==> src/hdl/dcs_defs.svh <==
`ifndef DCS_DEFS_SVH
`define DCS_DEFS_SVH

// command word bit positions
`define DCS_CW_PRESET_LO 0
`define DCS_CW_PRESET_HI 1
`define DCS_CW_DC_BRAKE_N 2
`define DCS_CW_COAST_N 3
`define DCS_CW_QSTOP_N 4
`define DCS_CW_HOLD_N 5
`define DCS_CW_START 6
`define DCS_CW_RESET 7
`define DCS_CW_JOG 8
`define DCS_CW_RAMP2 9
`define DCS_CW_VALID 10
`define DCS_CW_RELAY1 11
`define DCS_CW_RELAY4 12
`define DCS_CW_SETUP_LO 13
`define DCS_CW_SETUP_HI 14
`define DCS_CW_REVERSE 15

// option codes for selection parameters
`define DCS_RELAY_OPT_BIT11 8'h24
`define DCS_RELAY_OPT_BIT12 8'h25
`define DCS_SETUP_OPT_MULTI 4'h9
`define DCS_REV_OPT_DIGITAL 2'h0
`define DCS_REV_OPT_BUS 2'h1
`define DCS_REV_OPT_OR 2'h2
`define DCS_REV_OPT_AND 2'h3

// reset values
`define DCS_CMD_RESET 16'h0000
`define DCS_STATE_RESET 16'h0000

`endif

==> src/hdl/dcs_pkg.sv <==
package dcs_pkg;

    typedef enum logic [1:0] {
        DCS_STOP_NONE = 2'b00,
        DCS_STOP_COAST = 2'b01,
        DCS_STOP_DC_BRAKE = 2'b10,
        DCS_STOP_RAMP = 2'b11
    } dcs_stop_t;

    typedef struct packed {
        logic [1:0] preset_sel;
        logic dc_brake;
        logic coast;
        logic quick_stop;
        logic hold_freq;
        logic ramp_stop;
        logic run_enable;
        logic trip_reset;
        logic jog;
        logic ramp_set2;
        logic relay1;
        logic relay4;
        logic [1:0] setup_sel;
        logic setup_load;
        logic reverse;
        dcs_stop_t stop_kind;
    } dcs_cmd_t;

    typedef struct packed {
        logic tripped;
        logic controls_ready;
        logic drive_ready;
        logic motor_enabled;
        logic error_no_trip;
        logic trip_locked;
        logic warning;
        logic speed_at_ref;
        logic local_stop;
        logic ref_site_local;
        logic freq_in_limits;
        logic start_present;
        logic freq_nonzero;
        logic overtemp_auto;
        logic dc_voltage_bad;
        logic current_limit;
        logic thermal_timer;
        logic link_lost;
        logic comm_fault;
    } dcs_stat_t;

endpackage : dcs_pkg

==> src/hdl/dcs_edge.sv <==
`timescale 1ns/100ps
// rising edge detector on a same-clock level
module dcs_edge (
    input wire logic i_mclk,
    input wire logic i_rst_n,
    input wire logic i_level,
    input wire logic i_arm,
    output logic o_rise
);
    logic prev_ff;
    logic nxt_prev;

    always_comb begin
        nxt_prev = i_arm ? i_level : prev_ff;
    end

    always_ff @(posedge i_mclk or negedge i_rst_n) begin
        if (!i_rst_n) begin
            prev_ff <= 1'b0;
        end else begin
            prev_ff <= nxt_prev;
        end
    end

    assign o_rise = i_arm & i_level & ~prev_ff;
endmodule : dcs_edge

==> src/hdl/dcs_word.sv <==
`timescale 1ns/100ps
`include "dcs_defs.svh"
// Function
// - command bits 1:0 pick one of four preset references
// - bit 2 low: DC brake and stop; high: normal ramping
// - bit 3 low: output stage off at once, motor coasts
// - bit 4 low: quick-stop ramp down to standstill
// - bit 5 low: freeze present output frequency
// - while frozen, only coast, DC brake or input stops the drive
// - bit 6 low: ramp stop; high: start allowed
// - trip reset only on rising edge of bit 7
// - bit 8 high: run at inching speed
// - word ignored unless bit 10 is high
// - bit 11 energises relay one when its function is option 36
// - bit 12 energises relay four when its function is option 37
// - bits 14:13 pick set-up one to four under multi set-up
// - bit 15 reverses only with bus, OR or AND source
// - status bits 0 to 2: controls ready, drive ready, enable
// - status bits 3,4,6,7: trip, error, triplock, warning; bit 5 zero
// - status bit 8 set only when speed equals reference
// - status bit 9 cleared on local stop or local reference site
// - status bit 10 in limits; bit 11 start or frequency above zero
// - status bits 12 to 15: overtemp, voltage, current, thermal timer
// - link loss or internal fault forces status word to zero
module dcs_word (
    // clock and reset
    input wire logic I_MCLK,
    input wire logic I_RST_N,
    // command word from bus interface
    input wire logic [15:0] I_COMMAND_WORD,
    input wire logic I_COMMAND_STROBE,
    // configuration
    input wire logic [7:0] I_RELAY1_FUNC,
    input wire logic [7:0] I_RELAY4_FUNC,
    input wire logic [3:0] I_ACTIVE_SETUP,
    input wire logic [1:0] I_REVERSE_SRC,
    input wire logic I_DIN_REVERSE,
    input wire logic I_DIN_STOP,
    // drive status
    input wire dcs_pkg::dcs_stat_t I_STAT,
    // decoded commands
    output dcs_pkg::dcs_cmd_t O_CMD,
    output logic O_CMD_TRIP_RESET,
    // status word to bus interface
    output logic [15:0] O_STATE_WORD
);
    logic [15:0] cmd_ff;
    logic [15:0] nxt_cmd;
    logic accept;
    dcs_pkg::dcs_cmd_t cmd_out_ff;
    dcs_pkg::dcs_cmd_t nxt_cmd_out;
    logic [15:0] state_ff;
    logic [15:0] nxt_state;
    logic reset_rise;
    logic reset_pulse_ff;
    logic nxt_reset_pulse;
    logic frozen;

    // --------------------------------------------------------------
    // command latch
    // --------------------------------------------------------------
    // valid gating
    assign accept = I_COMMAND_STROBE & I_COMMAND_WORD[`DCS_CW_VALID];

    always_comb begin
        nxt_cmd = accept ? I_COMMAND_WORD : cmd_ff;
    end

    always_ff @(posedge I_MCLK or negedge I_RST_N) begin
        if (!I_RST_N) begin
            cmd_ff <= `DCS_CMD_RESET;
        end else begin
            cmd_ff <= nxt_cmd;
        end
    end

    dcs_edge u_reset_edge (
        .i_mclk(I_MCLK),
        .i_rst_n(I_RST_N),
        .i_level(I_COMMAND_WORD[`DCS_CW_RESET]),
        .i_arm(accept),
        .o_rise(reset_rise)
    );

    // --------------------------------------------------------------
    // command decode
    // --------------------------------------------------------------
    always_comb begin
        nxt_cmd_out = '0;
        // hold comes from the latched word itself so it lands with the other bits
        frozen = ~cmd_ff[`DCS_CW_HOLD_N];
        nxt_reset_pulse = reset_rise;
        nxt_cmd_out.preset_sel = cmd_ff[`DCS_CW_PRESET_HI:`DCS_CW_PRESET_LO];
        nxt_cmd_out.dc_brake = ~cmd_ff[`DCS_CW_DC_BRAKE_N];
        nxt_cmd_out.coast = ~cmd_ff[`DCS_CW_COAST_N];
        nxt_cmd_out.hold_freq = frozen;
        nxt_cmd_out.quick_stop = ~cmd_ff[`DCS_CW_QSTOP_N] & ~frozen;
        nxt_cmd_out.ramp_stop = ~cmd_ff[`DCS_CW_START] & ~frozen;
        nxt_cmd_out.run_enable = cmd_ff[`DCS_CW_START] & cmd_ff[`DCS_CW_COAST_N]
            & cmd_ff[`DCS_CW_DC_BRAKE_N] & cmd_ff[`DCS_CW_QSTOP_N];
        nxt_cmd_out.trip_reset = reset_pulse_ff;
        nxt_cmd_out.jog = cmd_ff[`DCS_CW_JOG];
        nxt_cmd_out.ramp_set2 = cmd_ff[`DCS_CW_RAMP2];
        nxt_cmd_out.relay1 = cmd_ff[`DCS_CW_RELAY1] & (I_RELAY1_FUNC == `DCS_RELAY_OPT_BIT11);
        nxt_cmd_out.relay4 = cmd_ff[`DCS_CW_RELAY4] & (I_RELAY4_FUNC == `DCS_RELAY_OPT_BIT12);
        nxt_cmd_out.setup_sel = cmd_ff[`DCS_CW_SETUP_HI:`DCS_CW_SETUP_LO];
        nxt_cmd_out.setup_load = (I_ACTIVE_SETUP == `DCS_SETUP_OPT_MULTI);
        case (I_REVERSE_SRC)
            `DCS_REV_OPT_BUS: nxt_cmd_out.reverse = cmd_ff[`DCS_CW_REVERSE];
            `DCS_REV_OPT_OR: nxt_cmd_out.reverse = cmd_ff[`DCS_CW_REVERSE] | I_DIN_REVERSE;
            `DCS_REV_OPT_AND: nxt_cmd_out.reverse = cmd_ff[`DCS_CW_REVERSE] & I_DIN_REVERSE;
            default: nxt_cmd_out.reverse = I_DIN_REVERSE;
        endcase
        // stop priority: coast, dc brake, input stop (coast), then ramp kinds
        if (nxt_cmd_out.coast) begin
            nxt_cmd_out.stop_kind = dcs_pkg::DCS_STOP_COAST;
        end else if (nxt_cmd_out.dc_brake) begin
            nxt_cmd_out.stop_kind = dcs_pkg::DCS_STOP_DC_BRAKE;
        end else if (I_DIN_STOP) begin
            nxt_cmd_out.stop_kind = dcs_pkg::DCS_STOP_COAST;
        end else if (nxt_cmd_out.quick_stop | nxt_cmd_out.ramp_stop) begin
            nxt_cmd_out.stop_kind = dcs_pkg::DCS_STOP_RAMP;
        end else begin
            nxt_cmd_out.stop_kind = dcs_pkg::DCS_STOP_NONE;
        end
    end

    always_ff @(posedge I_MCLK or negedge I_RST_N) begin
        if (!I_RST_N) begin
            cmd_out_ff <= '0;
            reset_pulse_ff <= 1'b0;
        end else begin
            cmd_out_ff <= nxt_cmd_out;
            reset_pulse_ff <= nxt_reset_pulse;
        end
    end

    assign O_CMD = cmd_out_ff;
    assign O_CMD_TRIP_RESET = reset_pulse_ff;

    // --------------------------------------------------------------
    // status word
    // --------------------------------------------------------------
    always_comb begin
        nxt_state = `DCS_STATE_RESET;
        nxt_state[0] = I_STAT.controls_ready & ~I_STAT.tripped;
        nxt_state[1] = I_STAT.drive_ready;
        nxt_state[2] = I_STAT.motor_enabled;
        nxt_state[3] = I_STAT.tripped;
        nxt_state[4] = I_STAT.error_no_trip;
        nxt_state[6] = I_STAT.trip_locked;
        nxt_state[7] = I_STAT.warning;
        nxt_state[8] = I_STAT.speed_at_ref;
        nxt_state[9] = ~(I_STAT.local_stop | I_STAT.ref_site_local);
        nxt_state[10] = I_STAT.freq_in_limits;
        nxt_state[11] = I_STAT.start_present | I_STAT.freq_nonzero;
        nxt_state[12] = I_STAT.overtemp_auto;
        nxt_state[13] = I_STAT.dc_voltage_bad;
        nxt_state[14] = I_STAT.current_limit;
        nxt_state[15] = I_STAT.thermal_timer;
        if (I_STAT.link_lost | I_STAT.comm_fault) begin
            nxt_state = `DCS_STATE_RESET;
        end
    end

    always_ff @(posedge I_MCLK or negedge I_RST_N) begin
        if (!I_RST_N) begin
            state_ff <= `DCS_STATE_RESET;
        end else begin
            state_ff <= nxt_state;
        end
    end

    assign O_STATE_WORD = state_ff;
endmodule : dcs_word

==> config.mk <==
export PLATFORM = sky130hd
export DESIGN_NAME = dcs_word
export DESIGN_NICKNAME = d
export VERILOG_FILES = /design/src/hdl/dcs_pkg.sv /design/src/hdl/dcs_edge.sv /design/src/hdl/dcs_word.sv
export VERILOG_INCLUDE_DIRS = /design/src /design/src/hdl
export SDC_FILE = /design/constraint.sdc
export NUM_CORES = 1
export LEC_CHECK = 0
export ABC_CLOCK_PERIOD_IN_PS = 1100
export BUFFER_PORTS_ARGS = -buffer_cell sky130_fd_sc_hd__buf_2
export CORE_MARGIN = 1.5
export CORE_UTILIZATION = 43
export CTS_CLUSTER_SIZE = 30
export DETAILED_ROUTE_END_ITERATION = 7
export PLACE_DENSITY_LB_ADDON = 0.25
export SLEW_MARGIN = 20
export SYNTH_ARGS = -nofsm -noshare
export SYNTH_HDL_FRONTEND = slang
export SYNTH_SLANG_ARGS = --single-unit
==> constraint.sdc <==
create_clock -name I_MCLK -period 1.1 [get_ports I_MCLK]
set_clock_uncertainty 0.15 [all_clocks]
set_input_delay 0.22 -clock I_MCLK [delete_from_list [all_inputs] [get_ports I_MCLK]]
set_output_delay 0.22 -clock I_MCLK [all_outputs]
set_load 0.05 [all_outputs]
Yosys cells after proc, flatten, opt, wreduce, memory -nomap -nowiden

Cells that the tools add are included.

Bits in read-only memories: 0
Output and inout port bits: 36
Memories: 0
RAM bits: 0
Flip-flop bits (word level): 53
Bits of input ports: 62
Logic and storage cells: 57
Bits in latches: 0

Shifts and indexed selects: 0
Divide/modulo/power cells: 0
Add/sub/neg operators: 0
Eq/ne operators: 6
Bitwise gates (word level): 25
Reductions and logical operators: 0
Magnitude comparators: 0
Muxes and demuxes: 6
Multiply operators: 0

Operator list:

| kind                                                                   | number |
|---|---|
| 8-bit by 6-bit equality test with 1-bit output (second input constant) | 2 |
| 16-bit 2-to-1 mux                                                      | 1 |
| 1-bit AND                                                              | 12 |
| 2-bit 2-to-1 mux                                                       | 4 |
| 1-bit NOT                                                              | 8 |
| 1-bit OR                                                               | 5 |
| 2-bit equality test (second input constant)                            | 2 |
| 4-bit equality test (second input constant)                            | 1 |
| 1-bit one-hot mux with 3 select lines                                  | 1 |
| 2-bit by 1-bit equality test with 1-bit output (second input constant) | 1 |

Depth between registers and ports, before layout

Depth in word-level cells: 7
Depth in mapped cells: 3
Depth with buffers taken out: 3

Modules after synthesis

A second synthesis with hierarchy kept.

Cells, all modules: 114
Area total of the unflattened synthesis: 1,744.2 sq um

By module, submodules not included:

| module   | sequential area each (sq um) | cells an instance | times used | area an instance (sq um) |
|---|---|---|---|---|
| dcs_word | 1,226.2                      | 111               | 1          | 1,694.1 |
| dcs_edge | 25.0                         | 3                 | 1          | 50.0 |

Least setup slack after synthesis

OpenSTA, ideal clock, no wires.

Path type: in2reg
Start point: input I_COMMAND_STROBE
End point: register cmd_ff[11]
Setup slack: 12 ps
Data arrival time: 813 ps
Data required time: 825 ps
Library setup time: 125 ps
Stages: 3
Path buffers: 1
Path through: nand2_2 -> buf_6 -> mux2_4

Word-level cells in the longest chain between the ends: 1

RTL lines:

| what                 | RTL line       | text |
|---|---|---|
| start, declared      | dcs_word.sv:31 | `input wire logic I_COMMAND_STROBE,` |
| 1-bit AND            | dcs_word.sv:63 | `` assign accept = I_COMMAND_STROBE & I_COMMAND_WORD[`DCS_CW_VALID]; `` |
| end signal, assigned | dcs_word.sv:71 | `` cmd_ff <= `DCS_CMD_RESET; `` |
| end signal, assigned | dcs_word.sv:73 | `cmd_ff <= nxt_cmd;` |
| end, declared        | dcs_word.sv:47 | `logic [15:0] cmd_ff;` |

No other way between the ends.
A chain may end at the register's enable or synchronous reset.

Worst setup path in the final report

Start point: register cmd_out_ff, in the netlist O_CMD[4]
End point: output O_CMD[4] (netlist name)

RTL lines:

| what                   | RTL line        | text |
|---|---|---|
| start, declared        | dcs_word.sv:50  | `dcs_pkg::dcs_cmd_t cmd_out_ff;` |
| start signal, assigned | dcs_word.sv:133 | `cmd_out_ff <= nxt_cmd_out;` |
| end, declared          | dcs_word.sv:42  | `output dcs_pkg::dcs_cmd_t O_CMD,` |

No word-level cell between the ends.

==> out/qor.csv <==
metric,value,unit
clkPwrFrac,0.246,
cp_top_family,flip-flops,
fin_hold_ws,-0.0600,ns
crit_chain,buf_6,
worstPathRequired,0.73,ns
fp.dieH,66.7,µm
first_pass_iters,3,
yosys.area_share.adder,0,
synth-simple-area-share,0.120,
switching_power,0.00124,W
antenna_left,0,
min_period,1.22,ns
num_rows,22,
hpwl,2.57,mm
worstSetupStartpoint,O_CMD[4],
fin_util,0.780,
violations,"negative hold slack, negative setup slack",
clock.fmax,816,MHz
clk_path_buf_depth,2,
internal_power,0.00303,W
io_pins,98,
numCtsBuffers,5,
dieArea,4450,µm²
finalMaxSlewViolations,0,
grt_pass1_vias,1423,
tritoncts,yes,
critPathArrivalTime,0.85,ns
synth_top_family_by_area,simple AND/OR/NAND/NOR gates,
place_ws,-0.0800,ns
power_density,1450,nW/µm²
seq_power_share,0.498,
end_kind,primary output,
fp.dieW,66.7,µm
crit_fanout,1,
worstPathBufferInverterCount,1,
period_share,1.11,
irDropWorstVdd,1.22,mV
gp_congestion,0.706,
layout_common_cells,"buf_2, dfrtp_1, buf_6",
setup_viol,37,
fill_cells,233,
synthCells,111,
power_frac_comb,0.257,
initial_core_util,0.463,
antenna_found_initial,0,
synthMuxAreaShare,0.116,
drtIter0Drc,52,
vias,1319,
grt_max_degree,51,
grtUsageTotal,0.193,
final_nets,304,
cts_root_buffer,clkbuf_8,
synth_xor_area_frac,0,
synthFlopType,dfrtp_1,
clkTransAtPathRegs,0.08,ns
fin_area,2940,µm²
netlist_area,1740,µm²
synth-edff-count,0,
grt_first_pass_wirelength,6.22,mm
via_per_inst,4.53,
areaGrowthSynthToFinish,68.7,%
synth-compound-area-share,0.0230,
wl,3.92,mm
synth-async-reset-ratio,1.00,
yosysWarnings,0,
setup_ws,-0.125,ns
rsz0062_at_grt,true,
syn_area_per_cell,15.7,µm²
crit_type,register to primary output,
htreeDepth,2,
layout_commonest_cell,buf_2,
remaining_drc_errors,0,
synth_fp_nets,173,
yosysSeqAreaShare,0.717,
status,"finished, violations left",
rr_startpoint,cmd_ff[11],
hold_class,input pin to register,
cpMaxStageDelayCell,dfrtp_1,
drive_gt1_frac,0.519,
overflow,0,
placed_area,2320,µm²
clock_sinks,50,
final-hold-violation-count,2,
leakagePower,1.49,nW
ys_ff_latch,50,
critical_path.max_stage_delay,0.40,ns
wl_per_cell,13.5,µm
coreArea,3770,µm²
worstHoldStart,I_STAT[18],
maxCapViolCount,0,
ys_types,26,
crit_path_start_kind,register,
clk-insertion-delay-late,0.30,ns
swShare,0.291,
numPortBuffers,96,
diodes,0,
==> what timing repair did <==
item | in CTS | in global routing
setup buffers | 0 | 0
hold endpoints to repair | 72 | 3
endpoints found under the setup margin | 36 | 40
gates cloned | 0 | 0
resized for setup | 71 | 5
pin swaps | 0 | 2
hold buffers | 30 | 2
==> registers in the layout, summed over array words and instances, names as in the netlist <==
name,cells
O_STATE_WORD,15
cmd_ff,15
O_CMD_TRIP_RESET,1
O_CMD,19
==> synthesized netlist by cell type (2+ instances only) <==
cell type | number | share of area
a21oi_1 | 2 | 0.0057
mux2_2 | 6 | 0.039
nand3b_1 | 2 | 0.0086
mux2_4 | 9 | 0.077
nor4_1 | 2 | 0.0072
nor2_1 | 4 | 0.0086
inv_1 | 4 | 0.0086
dfrtp_1 | 50 | 0.72
nand2_1 | 2 | 0.0043
and2_1 | 12 | 0.043
o21ai_0 | 3 | 0.0086
==> power by group through the flow <==
stage | Clock, W | Combinational (W) | Sequential (W)
final | 0.00105 | 0.00110 | 0.00213
after global routing | 0.00118 | 0.00116 | 0.00215
after CTS | 0.00108 | 0.00110 | 0.00213
after detailed placement | 0 | 0.000884 | 0.00213
after global placement | 0 | 0.000867 | 0.00213
after floorplan | 0 | 0.000202 | 0.00250
==> cell families after synthesis <==
kind of cell / Yosys count
buffers and inverters: 7
DFF: 50
and+or+nand+nor: 31
other: 1
AOI/OAI and AO/OA: 7
muxes: 15
==> layout make-up <==
type	instances	area (µm²)	share of cell area
Tap cell	48	60.1	0.0204
Inverter	4	15.0	0.00510
Sequential cell	50	1250	0.425
Clock buffer	7	86.3	0.0293
Clock inverter	1	5.00	0.00170
Multi-Input combinational cell	54	487	0.165
Timing Repair Buffer	127	1040	0.353
==> worst paths after layout <==
path                       slack (ns)              end  cells past startpoint
hold / removal                  -0.06  O_STATE_WORD[0]                      2
min in group asynchronous        0.28         O_CMD[4]                      3
hold reg to reg                  0.23         O_CMD[4]                      0
setup reg to reg                -0.04         O_CMD[7]                      3
max in group asynchronous        0.30        cmd_ff[5]                      3
setup / recovery                -0.12         O_CMD[4]                      1
==> per-layer routing <==
metal	GRT usage	vias to the layer above	routed length, µm
li1	-	630	-
met1	0.202	624	1450
met2	0.358	56	2160
met3	0.0473	9	230
met4	0.0918	0	87
met5	0	-	0
==> metrics by stage <==
step	TNS, ns	total power, W	std cells
6_report	-3.45	0.00427	291
5_1_grt	-4.68	0.00449	291
3_5_place_dp	-0.936	0.00302	257
3_3_place_gp	-0.725	0.00299	257
2_1_floorplan	0	0.00270	111
4_1_cts	-3.73	0.00430	295
Note: power is estimated with default switching activity, not from simulation.
